[src/common/bsdp_pkg.sv]
// Constants shared by the burst SRAM double-data-rate port and its storage array.
// Assumes one 100 MHz clock and byte addresses on the register bus.
package bsdp_pkg;

  // Register byte offsets on the AXI4-Lite bus.
  localparam logic [7:0] BSDP_OFF_CTRL   = 8'h00;
  localparam logic [7:0] BSDP_OFF_STATUS = 8'h04;
  localparam logic [7:0] BSDP_OFF_RDCNT  = 8'h08;
  localparam logic [7:0] BSDP_OFF_WRCNT  = 8'h0C;
  localparam logic [7:0] BSDP_OFF_IGNCNT = 8'h10;

  // Control register fields and reset value.
  localparam int         BSDP_CTRL_BYPASS_N_BIT = 0;
  localparam int         BSDP_CTRL_RUN_BIT      = 1;
  localparam logic [1:0] BSDP_CTRL_RESET        = 2'h3;

  // Status register fields.
  localparam int BSDP_ST_RD_BUSY_BIT = 0;
  localparam int BSDP_ST_WR_BUSY_BIT = 1;
  localparam int BSDP_ST_OE_BIT      = 2;
  localparam int BSDP_ST_LAST_WR_BIT = 3;

  // Bus responses.
  localparam logic [1:0] BSDP_RESP_OKAY   = 2'h0;
  localparam logic [1:0] BSDP_RESP_SLVERR = 2'h2;

  // Burst timing in beats (one beat per clock edge, two beats per port cycle), and the lane width in bits.
  localparam int BSDP_BURST_LEN    = 4;
  localparam int BSDP_RD_SR_LEN    = 7;
  localparam int BSDP_WR_SR_LEN    = 5;
  localparam int BSDP_LAT2_TAP     = 3;
  localparam int BSDP_LAT1_TAP     = 1;
  localparam int BSDP_LANE_BITS    = 9;

  // Previous port cycle, used for arbitration of the shared address bus.
  typedef enum logic [2:0] {
    BSDP_OP_IDLE = 3'b001,
    BSDP_OP_RD   = 3'b010,
    BSDP_OP_WR   = 3'b100
  } bsdp_op_e;

endpackage

[src/logic/bsdp_array.sv]
// Flip-flop storage for the burst SRAM port, four words per burst address.
// Assumes commit is a one-cycle pulse carrying a complete, masked four-beat burst.
`timescale 1ns/1ns
module bsdp_array
  import bsdp_pkg::*;
#(
  parameter int ADDR_W = 4,
  parameter int WIDTH  = 18,
  parameter int LANES  = 2
) (
  input  wire logic                           aclk,
  input  wire logic                           commit,
  input  wire logic [ADDR_W-1:0]              waddr,
  input  wire logic [BSDP_BURST_LEN*WIDTH-1:0] wbeats,
  input  wire logic [BSDP_BURST_LEN*LANES-1:0] wmask_n,
  input  wire logic [ADDR_W+1:0]              rindex,
  output logic      [WIDTH-1:0]               rword
);

  localparam int WORDS = BSDP_BURST_LEN * (1 << ADDR_W);

  logic [WIDTH-1:0] mem [WORDS];

  // Merges one beat into the stored word, lane by lane; a high mask keeps the old lane.
  function automatic logic [WIDTH-1:0] merge(input logic [WIDTH-1:0] old_w,
                                             input logic [WIDTH-1:0] new_w,
                                             input logic [LANES-1:0] mask_n);
    logic [WIDTH-1:0] res;
    res = old_w;
    for (int l = 0; l < LANES; l++) begin
      if (!mask_n[l]) begin
        res[l*BSDP_LANE_BITS +: BSDP_LANE_BITS] = new_w[l*BSDP_LANE_BITS +: BSDP_LANE_BITS];
      end
    end
    return res;
  endfunction

  // Asynchronous read of the addressed word.
  assign rword = mem[rindex];

  // Commits all four beats at once, each with its own lane masks.
  always_ff @(posedge aclk) begin
    if (commit) begin
      for (int b = 0; b < BSDP_BURST_LEN; b++) begin
        mem[{waddr, 2'(b)}] <= merge(mem[{waddr, 2'(b)}], wbeats[b*WIDTH +: WIDTH],
                                     wmask_n[b*LANES +: LANES]);
      end
    end
  end

  a_mask_none_keeps : assert property (@(posedge aclk)
    commit && (&wmask_n[LANES-1:0]) |=> mem[{$past(waddr), 2'h0}] == $past(mem[{waddr, 2'h0}]))
    else $error("Fully masked beat altered the stored word.");

  a_mask_full_write : assert property (@(posedge aclk)
    commit && !(|wmask_n[LANES-1:0]) |=> mem[{$past(waddr), 2'h0}] == $past(wbeats[WIDTH-1:0]))
    else $error("Unmasked beat was not written in full.");

endmodule

[src/logic/bsdp_port.sv]
// Burst SRAM port with separate read and write data paths sharing one address bus.
// Assumes the controller is logic on aclk; each aclk edge is one data beat, k_rise_phase marks
// the positive-clock rises. Registers are reached over AXI4-Lite.
//
// The placing of the registers and the AXI4-Lite register port are this design's own decisions.
`timescale 1ns/1ns
// Function
// Write address at K rise t; beats captured on both rises of t+1 and t+2.
// Read address at t; data beats driven on both rises of t+2 and t+3.
// Both selects high: no operation, write data ignored, read outputs tri-stated.
// With clocks stopped every data pin and internal state holds its previous value.
// After reset the device is deselected with read outputs tri-stated.
// Burst addresses run A, A+1, A+2, A+3 from the latched address.
// A second read or write on consecutive K rises is ignored.
// Read select is don't-care for a write when a read started last cycle.
// x18: mask 0 covers bits 8:0, mask 1 bits 17:9; masked lanes kept.
// x18: both masks low writes the full word.
// x18: both masks high writes nothing for that beat.
// x36: four masks cover four nine-bit lanes; masked lanes kept.
// x36: all masks low writes all four lanes.
// x36: all masks high writes nothing for that beat.
// Masks are sampled separately on every beat of the data portion.
// PLL bypass low selects one-cycle read latency.
// Both selected from idle: read first, then ports alternate.
// Output valid flag rises half a cycle before read data appears.
// On deselect, pending reads finish, then outputs tri-state after next K rise.
// A write burst is committed only after all four beats are captured.
module bsdp_port
  import bsdp_pkg::*;
#(
  parameter int ADDR_W = 4,
  parameter int WIDTH  = 18,
  parameter int LANES  = WIDTH / BSDP_LANE_BITS
) (
  input  wire logic              aclk,
  input  wire logic              aresetn,
  input  wire logic              read_port_select_n,
  input  wire logic              write_port_select_n,
  input  wire logic [ADDR_W-1:0] addr,
  input  wire logic [WIDTH-1:0]  wr_data,
  input  wire logic [LANES-1:0]  byte_lane_mask_n,
  output logic      [WIDTH-1:0]  rd_data,
  output logic                   rd_data_oe,
  output logic                   out_valid_flag,
  output logic                   k_rise_phase,
  input  wire logic [7:0]        s_axi_awaddr,
  input  wire logic              s_axi_awvalid,
  output logic                   s_axi_awready,
  input  wire logic [31:0]       s_axi_wdata,
  input  wire logic [3:0]        s_axi_wstrb,
  input  wire logic              s_axi_wvalid,
  output logic                   s_axi_wready,
  output logic      [1:0]        s_axi_bresp,
  output logic                   s_axi_bvalid,
  input  wire logic              s_axi_bready,
  input  wire logic [7:0]        s_axi_araddr,
  input  wire logic              s_axi_arvalid,
  output logic                   s_axi_arready,
  output logic      [31:0]       s_axi_rdata,
  output logic      [1:0]        s_axi_rresp,
  output logic                   s_axi_rvalid,
  input  wire logic              s_axi_rready
);

  // Port state.
  logic                      kpos_reg;
  bsdp_op_e                  op_reg,       op_next;
  logic [BSDP_RD_SR_LEN-1:0] rd_sr_reg;
  logic [BSDP_WR_SR_LEN-1:0] wr_sr_reg;
  logic [ADDR_W-1:0]         rd_addr_reg,  out_addr_reg;
  logic [ADDR_W-1:0]         wr_addr_reg,  wr_caddr_reg;
  logic [3*WIDTH-1:0]        wbuf_reg;
  logic [3*LANES-1:0]        wmask_reg;
  logic [WIDTH-1:0]          rd_data_reg;
  logic                      rd_oe_reg,    flag_reg;
  logic [31:0]               rdcnt_reg,    wrcnt_reg,   igncnt_reg;
  // Register bus state.
  logic [1:0]                ctrl_reg;
  logic                      awready_reg,  wready_reg,  bvalid_reg;
  logic                      arready_reg,  rvalid_reg;
  logic                      aw_got_reg,   w_got_reg;
  logic [7:0]                awaddr_reg;
  logic [31:0]               wdata_reg,    rdata_reg;
  logic [3:0]                wstrb_reg;
  logic [1:0]                bresp_reg,    rresp_reg;

  // Picks the beat number from a one-hot window of the read shift register.
  function automatic logic [1:0] beat_of(input logic [3:0] taps);
    return taps[0] ? 2'h0 : taps[1] ? 2'h1 : taps[2] ? 2'h2 : 2'h3;
  endfunction

  // Tells whether a byte address hits one register word.
  function automatic logic hit(input logic [7:0] a, input logic [7:0] off);
    return a[7:2] == off[7:2];
  endfunction

  // Control decode; run low models stopped input clocks.
  wire run      = ctrl_reg[BSDP_CTRL_RUN_BIT];
  wire bypass_n = ctrl_reg[BSDP_CTRL_BYPASS_N_BIT];
  wire k_rise   = run && kpos_reg;

  // Arbitration on a K rise: refuse back-to-back starts, read wins from idle.
  wire rd_ok    = !read_port_select_n && (op_reg != BSDP_OP_RD);
  wire wr_ok    = !write_port_select_n && (op_reg != BSDP_OP_WR);
  wire start_rd = k_rise && rd_ok;
  wire start_wr = k_rise && wr_ok && !start_rd;
  wire ignored  = k_rise && ((!read_port_select_n && !start_rd) || (!write_port_select_n && !start_wr));

  // Read output window: tap 3 for latency 2.0, tap 1 for latency 1.0.
  wire [3:0] rd_taps  = bypass_n ? rd_sr_reg[BSDP_LAT2_TAP +: 4] : rd_sr_reg[BSDP_LAT1_TAP +: 4];
  wire [3:0] flg_taps = bypass_n ? rd_sr_reg[BSDP_LAT2_TAP-1 +: 4] : rd_sr_reg[BSDP_LAT1_TAP-1 +: 4];
  wire       rd_load  = run && (|rd_taps);
  // Burst order A, A+1, A+2, A+3 from the address latched at the start.
  wire [ADDR_W-1:0] rd_burst_addr = rd_taps[0] ? rd_addr_reg : out_addr_reg;
  wire [ADDR_W+1:0] rd_index      = {rd_burst_addr, beat_of(rd_taps)};
  wire [WIDTH-1:0]  rd_word;

  // Write capture: beat k arrives k+1 edges after the start edge's successor.
  wire commit = run && wr_sr_reg[BSDP_WR_SR_LEN-1];
  wire [BSDP_BURST_LEN*WIDTH-1:0] wbeats = {wr_data, wbuf_reg};
  wire [BSDP_BURST_LEN*LANES-1:0] wmasks = {byte_lane_mask_n, wmask_reg};

  // Previous-cycle record for arbitration, updated on every K rise.
  always_comb begin
    op_next = op_reg;
    if (k_rise) begin
      unique case (1'b1)
        start_rd: op_next = BSDP_OP_RD;
        start_wr: op_next = BSDP_OP_WR;
        default:  op_next = BSDP_OP_IDLE;
      endcase
    end
  end

  // Beat phase, arbitration record and burst progress; all hold while stopped.
  always_ff @(posedge aclk) begin
    if (!aresetn) begin
      kpos_reg  <= 1'b1;
      op_reg    <= BSDP_OP_IDLE;
      rd_sr_reg <= '0;
      wr_sr_reg <= '0;
    end else if (run) begin
      kpos_reg  <= !kpos_reg;
      op_reg    <= op_next;
      rd_sr_reg <= {rd_sr_reg[BSDP_RD_SR_LEN-2:0], start_rd};
      wr_sr_reg <= {wr_sr_reg[BSDP_WR_SR_LEN-2:0], start_wr};
    end
  end

  // Address latches; the copies keep a burst's address while the next one starts.
  always_ff @(posedge aclk) begin
    if (!aresetn) begin
      rd_addr_reg  <= '0;
      out_addr_reg <= '0;
      wr_addr_reg  <= '0;
      wr_caddr_reg <= '0;
    end else begin
      if (start_rd) rd_addr_reg <= addr;
      if (start_wr) wr_addr_reg <= addr;
      if (rd_load && rd_taps[0]) out_addr_reg <= rd_addr_reg;
      if (run && wr_sr_reg[0]) wr_caddr_reg <= wr_addr_reg;
    end
  end

  // Beats 0 to 2 and their masks are held; beat 3 goes to the array directly.
  always_ff @(posedge aclk) begin
    if (!aresetn) begin
      wbuf_reg  <= '0;
      wmask_reg <= '1;
    end else begin
      for (int b = 0; b < 3; b++) begin
        if (run && wr_sr_reg[b+1]) begin
          wbuf_reg[b*WIDTH +: WIDTH]  <= wr_data;
          wmask_reg[b*LANES +: LANES] <= byte_lane_mask_n;
        end
      end
    end
  end

  // Read outputs: load a beat, or tri-state at a K rise once the burst is done.
  always_ff @(posedge aclk) begin
    if (!aresetn) begin
      rd_data_reg <= '0;
      rd_oe_reg   <= 1'b0;
      flag_reg    <= 1'b0;
    end else if (run) begin
      if (rd_load) rd_data_reg <= rd_word;
      rd_oe_reg <= rd_load ? 1'b1 : (kpos_reg ? 1'b0 : rd_oe_reg);
      flag_reg  <= |flg_taps;
    end
  end

  // Burst counters seen by software.
  always_ff @(posedge aclk) begin
    if (!aresetn) begin
      rdcnt_reg  <= '0;
      wrcnt_reg  <= '0;
      igncnt_reg <= '0;
    end else begin
      if (start_rd) rdcnt_reg <= rdcnt_reg + 32'h1;
      if (start_wr) wrcnt_reg <= wrcnt_reg + 32'h1;
      if (ignored) igncnt_reg <= igncnt_reg + 32'h1;
    end
  end

  bsdp_array #(
    .ADDR_W (ADDR_W),
    .WIDTH  (WIDTH),
    .LANES  (LANES)
  ) u_array (
    .aclk    (aclk),
    .commit  (commit),
    .waddr   (wr_caddr_reg),
    .wbeats  (wbeats),
    .wmask_n (wmasks),
    .rindex  (rd_index),
    .rword   (rd_word)
  );

  // Register bus decode.
  wire aw_hs    = s_axi_awvalid && awready_reg;
  wire w_hs     = s_axi_wvalid && wready_reg;
  wire do_write = aw_got_reg && w_got_reg && !bvalid_reg;
  wire ar_hs    = s_axi_arvalid && arready_reg;
  wire wr_ctrl  = hit(awaddr_reg, BSDP_OFF_CTRL);
  wire wr_known = wr_ctrl || hit(awaddr_reg, BSDP_OFF_STATUS) || hit(awaddr_reg, BSDP_OFF_RDCNT)
                  || hit(awaddr_reg, BSDP_OFF_WRCNT) || hit(awaddr_reg, BSDP_OFF_IGNCNT);
  wire [31:0] status_word = {28'h0, op_reg == BSDP_OP_WR, rd_oe_reg, |wr_sr_reg, |rd_sr_reg};
  wire        rd_known    = hit(s_axi_araddr, BSDP_OFF_CTRL) || hit(s_axi_araddr, BSDP_OFF_STATUS)
                            || hit(s_axi_araddr, BSDP_OFF_RDCNT) || hit(s_axi_araddr, BSDP_OFF_WRCNT)
                            || hit(s_axi_araddr, BSDP_OFF_IGNCNT);
  wire [31:0] rd_mux =
      hit(s_axi_araddr, BSDP_OFF_CTRL)   ? {30'h0, ctrl_reg} :
      hit(s_axi_araddr, BSDP_OFF_STATUS) ? status_word :
      hit(s_axi_araddr, BSDP_OFF_RDCNT)  ? rdcnt_reg :
      hit(s_axi_araddr, BSDP_OFF_WRCNT)  ? wrcnt_reg :
      hit(s_axi_araddr, BSDP_OFF_IGNCNT) ? igncnt_reg : 32'h0;

  // Write channel: address and data taken in either order, response after both.
  always_ff @(posedge aclk) begin
    if (!aresetn) begin
      awready_reg <= 1'b1;
      wready_reg  <= 1'b1;
      aw_got_reg  <= 1'b0;
      w_got_reg   <= 1'b0;
      bvalid_reg  <= 1'b0;
      bresp_reg   <= BSDP_RESP_OKAY;
      awaddr_reg  <= '0;
      wdata_reg   <= '0;
      wstrb_reg   <= '0;
    end else begin
      if (aw_hs) begin
        awaddr_reg  <= s_axi_awaddr;
        aw_got_reg  <= 1'b1;
        awready_reg <= 1'b0;
      end
      if (w_hs) begin
        wdata_reg  <= s_axi_wdata;
        wstrb_reg  <= s_axi_wstrb;
        w_got_reg  <= 1'b1;
        wready_reg <= 1'b0;
      end
      if (do_write) begin
        bvalid_reg <= 1'b1;
        bresp_reg  <= wr_known ? BSDP_RESP_OKAY : BSDP_RESP_SLVERR;
        aw_got_reg <= 1'b0;
        w_got_reg  <= 1'b0;
      end
      if (bvalid_reg && s_axi_bready) begin
        bvalid_reg  <= 1'b0;
        awready_reg <= 1'b1;
        wready_reg  <= 1'b1;
      end
    end
  end

  // Control register: only byte lane 0 carries bits.
  always_ff @(posedge aclk) begin
    if (!aresetn) begin
      ctrl_reg <= BSDP_CTRL_RESET;
    end else if (do_write && wr_ctrl && wstrb_reg[0]) begin
      ctrl_reg <= wdata_reg[1:0];
    end
  end

  // Read channel: one cycle from address to data, held until taken.
  always_ff @(posedge aclk) begin
    if (!aresetn) begin
      arready_reg <= 1'b1;
      rvalid_reg  <= 1'b0;
      rdata_reg   <= '0;
      rresp_reg   <= BSDP_RESP_OKAY;
    end else if (ar_hs) begin
      arready_reg <= 1'b0;
      rvalid_reg  <= 1'b1;
      rdata_reg   <= rd_mux;
      rresp_reg   <= rd_known ? BSDP_RESP_OKAY : BSDP_RESP_SLVERR;
    end else if (rvalid_reg && s_axi_rready) begin
      rvalid_reg  <= 1'b0;
      arready_reg <= 1'b1;
    end
  end

  // Outputs straight from flip-flops.
  assign rd_data        = rd_data_reg;
  assign rd_data_oe     = rd_oe_reg;
  assign out_valid_flag = flag_reg;
  assign k_rise_phase   = kpos_reg;
  assign s_axi_awready  = awready_reg;
  assign s_axi_wready   = wready_reg;
  assign s_axi_bvalid   = bvalid_reg;
  assign s_axi_bresp    = bresp_reg;
  assign s_axi_arready  = arready_reg;
  assign s_axi_rvalid   = rvalid_reg;
  assign s_axi_rdata    = rdata_reg;
  assign s_axi_rresp    = rresp_reg;

  // Checks, valid while the control word is not changed and the clocks run.
  a_rd_lat_two : assert property (@(posedge aclk) disable iff (!aresetn || !run)
    start_rd && bypass_n |-> ##5 (rd_oe_reg && $past(rd_taps[0])))
    else $error("Read data not driven two cycles after the read start.");

  a_rd_lat_one : assert property (@(posedge aclk) disable iff (!aresetn || !run)
    start_rd && !bypass_n |-> ##3 (rd_oe_reg && $past(rd_taps[0])))
    else $error("Read data not driven one cycle after the read start.");

  a_flag_leads_data : assert property (@(posedge aclk) disable iff (!aresetn || !run)
    $rose(rd_oe_reg) |-> $past(flag_reg))
    else $error("Valid flag did not lead read data by one beat.");

  a_no_back_read : assert property (@(posedge aclk) disable iff (!aresetn || !run)
    start_rd |-> ##2 !start_rd)
    else $error("Read accepted on consecutive positive rises.");

  a_wr_commit_time : assert property (@(posedge aclk) disable iff (!aresetn || !run)
    start_wr |-> ##4 !commit ##1 commit)
    else $error("Write burst not committed after its fourth beat.");

  a_read_priority : assert property (@(posedge aclk) disable iff (!aresetn)
    k_rise && !read_port_select_n && !write_port_select_n && op_reg == BSDP_OP_IDLE
    |-> start_rd && !start_wr)
    else $error("Read did not win from the deselected state.");

  a_alternate_ports : assert property (@(posedge aclk) disable iff (!aresetn || !run)
    start_rd && !write_port_select_n ##2 !write_port_select_n |-> start_wr)
    else $error("Write not served after a read with both ports selected.");

  a_oe_release : assert property (@(posedge aclk) disable iff (!aresetn)
    rd_oe_reg && k_rise && !rd_load |=> !rd_oe_reg)
    else $error("Read outputs not tri-stated after the positive rise.");

  a_reset_tristate : assert property (@(posedge aclk)
    !aresetn |=> !rd_oe_reg && !flag_reg)
    else $error("Read outputs driven after reset.");

  a_standby_hold : assert property (@(posedge aclk) disable iff (!aresetn)
    !run |=> $stable(rd_data_reg) && $stable(rd_oe_reg) && $stable(rd_sr_reg))
    else $error("Port state changed while the clocks were stopped.");

  c_read_burst   : cover property (@(posedge aclk) disable iff (!aresetn) start_rd ##5 rd_oe_reg);
  c_write_burst  : cover property (@(posedge aclk) disable iff (!aresetn) start_wr ##5 commit);
  c_alternating  : cover property (@(posedge aclk) disable iff (!aresetn) start_rd ##2 start_wr);
  c_ignored_req  : cover property (@(posedge aclk) disable iff (!aresetn) ignored);

endmodule

[config.mk]
export PLATFORM = sky130hd
export DESIGN_NAME = bsdp_port
export DESIGN_NICKNAME = d
export VERILOG_FILES = /design/src/common/bsdp_pkg.sv /design/src/logic/bsdp_array.sv /design/src/logic/bsdp_port.sv
export SDC_FILE = /design/constraint.sdc
export NUM_CORES = 2
export LEC_CHECK = 0
export ABC_AREA = 1
export BUFFER_PORTS_ARGS = -buffer_cell sky130_fd_sc_hd__buf_2
export CAP_MARGIN = 20
export CORE_MARGIN = 2
export CORE_UTILIZATION = 59
export DETAILED_ROUTE_END_ITERATION = 6
export GPL_ROUTABILITY_DRIVEN = 0
export PLACE_DENSITY = 0.76
export SYNTH_ARGS = -nofsm -noshare
export SYNTH_HDL_FRONTEND = slang
export SYNTH_HIERARCHICAL = 1
export SYNTH_SLANG_ARGS = --single-unit
[constraint.sdc]
create_clock -name aclk -period 6 [get_ports aclk]
set_input_delay 0.3 -clock aclk [delete_from_list [all_inputs] [get_ports aclk]]
set_output_delay 0.3 -clock aclk [all_outputs]
set_load 0.05 [all_outputs]
# Yosys cells after proc, flatten, opt, wreduce, memory -nomap -nowiden
# Memories as Yosys holds them, arrays and structs flattened. A register that Yosys moved wholly into a read port is not among the register bits.
# Index checks and enable logic that the tools add are counted.
# totals
regBits	246
mem_bits_rw	1152
out_inout_bits	62
mem_count	1
# classes
n_addsub	3
n_eq_ne	19
muxes	38
bitwise	1
reduce_logical	62
# memory_table
name	words	word_bits	rd	rd_ports_with_merged_regs	wr	line	text
u_array.mem	64	18	1	1	4	bsdp_array.sv:22	logic [WIDTH-1:0] mem [WORDS];
# op_table
cell	n
$mux 32	5
$mux 9	16
$add 32x1->32 const B	3
$logic_and 1x1->1	25
$eq 6x2->1 const B	4
$reduce_and 2->1	11
$ne 2x2->1 const B	8
$eq 6x1->1 const B	2
$eq 6x3->1 const B	2
$logic_not 6->1	2
$mux 4	3
$logic_or 1x1->1	9
$mux 1	9
$mux 2	4
$reduce_or 4->1	2
$logic_not 1->1	7
$reduce_or 7->1	1
$pmux 3 s2	1
$reduce_or 5->1	1
$reduce_bool 2->1	2
$reduce_or 2->1	2
$eq 3x3->1 const B	1
$ne 3x2->1 const B	1
$ne 3x3->1 const B	1
$not 1->1	1

# Depth between registers and ports, before layout
# logic_depth
ltp_word	9
mapped_depth	19
mapped_depth_nobuf	16

# Cells and area by module
# The synthesis kept the hierarchy.
# by_module_without_submodules
mod	instances	cells_each	area_each_um2
bsdp_array	1	4017	47262.8
bsdp_port	1	1933	12375.6

# Worst setup path before layout
# OpenSTA, ideal clock, no wires.
# synth_timing
path_kind	reg-to-reg
from	register ctrl_reg[1]
to	memory u_array.mem[20][0] (enable)
setup_ps	374
t_arrival_ps	2109
slack_ps	3517
stages_incl_launch_ff	9
cell_sequence	dfxtp_1 -> clkbuf_1 -> clkbuf_1 -> nand2_1 -> inv_1 -> clkbuf_1 -> nand2_1 -> clkbuf_1 -> nor2_1
# synth_lines
element	line	text
from (decl)	bsdp_port.sv:78	logic [1:0] ctrl_reg;
from (signal assigned)	bsdp_port.sv:282	ctrl_reg <= wdata_reg[1:0];
to (decl)	bsdp_array.sv:22	

# Final worst setup path
# layout_timing
from	register ctrl_reg[0]
to	register rd_data_reg[2], in the netlist rd_data[2], read port of u_array.mem
# layout_via
elab_chain_len	4
elab_cells_between_ends	8
classes_between	mux: 5; reduce/logical: 3
# layout_lines
element	line	text
$mux 4 (*)	bsdp_port.sv:110	wire [3:0] rd_taps = bypass_n ? rd_sr_reg[BSDP_LAT2_TAP +: 4] : rd_sr_reg[BSDP_LAT1_TAP +: 4];
$mux 1	bsdp_port.sv:89	return taps[0] ? 2'h0 : taps[1] ? 2'h1 : taps[2] ? 2'h2 : 2'h3;
$mux 2	bsdp_port.sv:89	
$mux 2 (*)	bsdp_port.sv:89	
named net rd_index[0]	bsdp_port.sv:115	wire [ADDR_W+1:0] rd_index = {rd_burst_addr, beat_of(rd_taps)};
to (decl)	bsdp_port.sv:74	logic [WIDTH-1:0] rd_data_reg;
# The timed path passes the listed nets; every way through them passes the cells marked *.
# A chain may end at the register's enable or synchronous reset.

==> results.sh <==
export IMPL_timing_setup_critical_path_class="flip-flop to flip-flop"
export IMPL_max_clock_path_buffers=3
export IMPL_die_width_microns=322
export IMPL_syn_cell_area_sq_mm=0.0596
export IMPL_max_cap_viols=0
export IMPL_synth_edf_count=1152
export IMPL_slew_limit_headroom=0.0990
export IMPL_critical_path_n_buffers_inverters=4
export IMPL_cp_delay_by_family_top="buffers and inverters"
export IMPL_worstPathMaxFanout=193
export IMPL_grt_pass1_wl_microns=260000
export IMPL_worstPathCellList="buf_4, o21ai_4, inv_1, a21oi_4, clkinv_16, buf_4, nand2_1, nand3_1, nand3_1, nand2_1, nand2_1, nand3_1, nand3_1, nand2_1, o21ai_0, nor2_1"
export IMPL_cts_root_buffer="sky130_fd_sc_hd__clkbuf_16"
export IMPL_ios=147
export IMPL_timing_critical_path_slowest_cell_delay_ns=0.62
export IMPL_htree_num_levels=4
export IMPL_crit_arrival_ns=5.13
export IMPL_nFillCells=7354
export IMPL_num_nets_final=6055
export IMPL_area_growth_synth_to_final_pct=9.95
export IMPL_synth_seq_cells=1412
export IMPL_crit_path_start_kind="flip-flop"
export IMPL_rsz0062_at_grt="false"
export IMPL_synth_yosys_warnings=6
export IMPL_global_route_overflow_total=0
export IMPL_outcome="finished, final reports clean"
export IMPL_design_core_area_sq_mm=0.100
export IMPL_place_inst=7087
export IMPL_hold_path_depth=2
export IMPL_first_pass_iteration_count_of_the_detailed_router=6
export IMPL_drt_drc_violations_left=0
export IMPL_utilization=0.655
export IMPL_grt_pass1_vias=41500
export IMPL_postRouteAntennaNets=0
export IMPL_stdcell_area_sq_mm=0.0656
export IMPL_synth_seq_area_share=0.667
export IMPL_postCtsResizedCells=0
export IMPL_global_route_usage_total=0.342
export IMPL_worst_setup_path_end_kind="flip-flop"
export IMPL_worst_endpoint_required_ns=6.63
export IMPL_dpl_instance_area_sq_mm=0.0606
export IMPL_postCtsHoldBufs=25
export IMPL_irDropWorstVdd_v=0.000305
export IMPL_layout_drive_gt1_share=0.0657
export IMPL_total_power_mw=20.2
export IMPL_timing_critical_path_slowest_stage_cell="sky130_fd_sc_hd__buf_4"
export IMPL_synth_top_area_cell="sky130_fd_sc_hd__edfxtp_1"
export IMPL_layoutNonFillerInstCount=7378
export IMPL_drv_slew=0
export IMPL_routed_wire_length_microns=178000
export IMPL_cts_clk_slew_worst_paths_ns=0.06
export IMPL_postSynthAreaPerCell_sq_um=10.0
export IMPL_hp_class="input port to flip-flop"
export IMPL_maximum_number_of_pins_on_one_net_before_global_route_repair=194
export IMPL_cts_buffers=140
export IMPL_yosys_top_cells_area="sky130_fd_sc_hd__edfxtp_1 (58%), sky130_fd_sc_hd__nand2_1 (13%), sky130_fd_sc_hd__nand3_1 (8.8%), sky130_fd_sc_hd__dfxtp_1 (8.7%), sky130_fd_sc_hd__nor2_1 (3.3%)"
export IMPL_finalSetupTns_ns=0
export IMPL_cts_tree="done"
export IMPL_setup_violations=0
export IMPL_post_synth_top_area_fraction=0.580
export IMPL_post_drt_via_cell_ratio=6.13
export IMPL_die_area_sq_mm=0.104
export IMPL_hpwl_microns=106000
export IMPL_power_per_cell_area_mw_per_mm2=308
export IMPL_grt_antenna_before_repair=9
export IMPL_largest_register_ffs=1152
export IMPL_tritoncts_num_sinks=1412
export IMPL_drt_initial_drc_count=7741
export IMPL_yosys_most_used_dff="sky130_fd_sc_hd__edfxtp_1"
export IMPL_worst_pin_slew_ns=1.35
export IMPL_ys_types=37
export IMPL_number_of_placement_rows=116
export IMPL_post_drt_wl_per_cell_microns=24.2
export IMPL_layout_min_cycle_time_ns=4.49
export IMPL_initial_utilization=0.596
export IMPL_syn_instance_count=5950
export IMPL_clock_insertion_delay_worst_skew_ns=0.76
export IMPL_timing_final_crit_share=0.749
export IMPL_async_flop_share=0
export IMPL_route_vias_total=45300
export IMPL_final_hold_viol_count=0
export IMPL_crit_path_depth=16
export IMPL_io_buffers=107
export IMPL_skew_ns=0.0327
export IMPL_fp_dieH_microns=322
export IMPL_p_leak_nw=23.7
export IMPL_max_freq_mhz=223
export IMPL_reg2reg_depth=16
export IMPL_post_cts_setup_repair_bufs=0
## Yosys cell counts (5+ instances only)
cell / count
sky130_fd_sc_hd__a21oi_1: 135
sky130_fd_sc_hd__buf_1: 27
sky130_fd_sc_hd__buf_2: 122
sky130_fd_sc_hd__buf_4: 34
sky130_fd_sc_hd__buf_6: 62
sky130_fd_sc_hd__clkbuf_1: 87
sky130_fd_sc_hd__dfxtp_1: 260
sky130_fd_sc_hd__edfxtp_1: 1152
sky130_fd_sc_hd__inv_1: 146
sky130_fd_sc_hd__nand2_1: 2119
sky130_fd_sc_hd__nand3_1: 1050
sky130_fd_sc_hd__nand4_1: 21
sky130_fd_sc_hd__nor2_1: 517
sky130_fd_sc_hd__nor3_1: 6
sky130_fd_sc_hd__o211ai_1: 20
sky130_fd_sc_hd__o21ai_0: 128
sky130_fd_sc_hd__xnor2_1: 5
sky130_fd_sc_hd__xor2_1: 22
## placed cells by master, fill, tap and decap left out, types with 12 or more instances in the layout
master and n:
sky130_fd_sc_hd__a21oi_1 134, sky130_fd_sc_hd__buf_16 15, sky130_fd_sc_hd__buf_2 106, sky130_fd_sc_hd__buf_4 49
sky130_fd_sc_hd__clkbuf_1 44, sky130_fd_sc_hd__clkbuf_16 146, sky130_fd_sc_hd__clkbuf_8 12, sky130_fd_sc_hd__clkinv_1 19
sky130_fd_sc_hd__clkinv_2 14, sky130_fd_sc_hd__dfxtp_1 260, sky130_fd_sc_hd__dlygate4sd3_1 25, sky130_fd_sc_hd__edfxtp_1 1152
sky130_fd_sc_hd__inv_1 144, sky130_fd_sc_hd__nand2_1 2119, sky130_fd_sc_hd__nand3_1 1050, sky130_fd_sc_hd__nand4_1 21
sky130_fd_sc_hd__nor2_1 517, sky130_fd_sc_hd__o211ai_1 20, sky130_fd_sc_hd__o21ai_0 124, sky130_fd_sc_hd__xor2_1 22
## cells by family (layout without fill, tap and decap cells)
family                     count (synthesis)  in the layout  share of synthesized area
DFF                                     1412           1412                      0.667
xor gates and xnor gates                  27             27                    0.00397
and+or+nand+nor                         3727           3727                      0.259
buffers and inverters                    488            611                     0.0435
adders and majority gates                  3              3                   0.000629
other                                      1              8                  0.0000629
AOI/OAI and AO/OA                        292            292                     0.0257
## stage by stage
step           hold WS, ns  worst slack (ns)
3_3_place_gp         0.443              1.95
4_1_cts            0.00524              1.88
3_5_place_dp         0.449              1.89
2_1_floorplan        0.399              3.52
6_report            0.0470              1.51
5_1_grt             0.0488              1.38
## layer usage
layer,wire [microns],vias to the layer above,global-route usage
met5,0,-,0
met2,76600,3285,0.489
li1,-,20200,-
met3,27700,464,0.0999
met1,65400,21300,0.481
met4,8590,0,0.163
## path summary, 6_finish.rpt
path,to,slack [ns],from
min,ctrl_reg[0],0.05,aresetn
min reg2reg,s_axi_rdata[9],0.46,s_axi_rdata[9]
max,rd_data[2],1.51,ctrl_reg[0]
max reg2reg,rd_data[2],1.51,ctrl_reg[0]
## cell type report
| class | instances | area [sq um] | area share |
|---|---|---|---|
| inverter | 155 | 629 | 0.00960 |
| antenna | 6 | 15.0 | 0.000229 |
| sequential | 1412 | 39800 | 0.607 |
| clock inverter | 47 | 443 | 0.00675 |
| timing repair buffer | 207 | 1780 | 0.0272 |
| clock buffer | 202 | 3980 | 0.0608 |
| tap | 1298 | 1620 | 0.0248 |
| multi-input combinational | 4051 | 17300 | 0.264 |
## where the power goes
group	internal, mW	switching [mW]	leakage, nW
sequential	10.6	0.0853	12.7
clock	4.81	3.71	2.15
combinational	0.236	0.755	8.85
total	15.6	4.55	23.7
(Power assumes the default switching activity.)
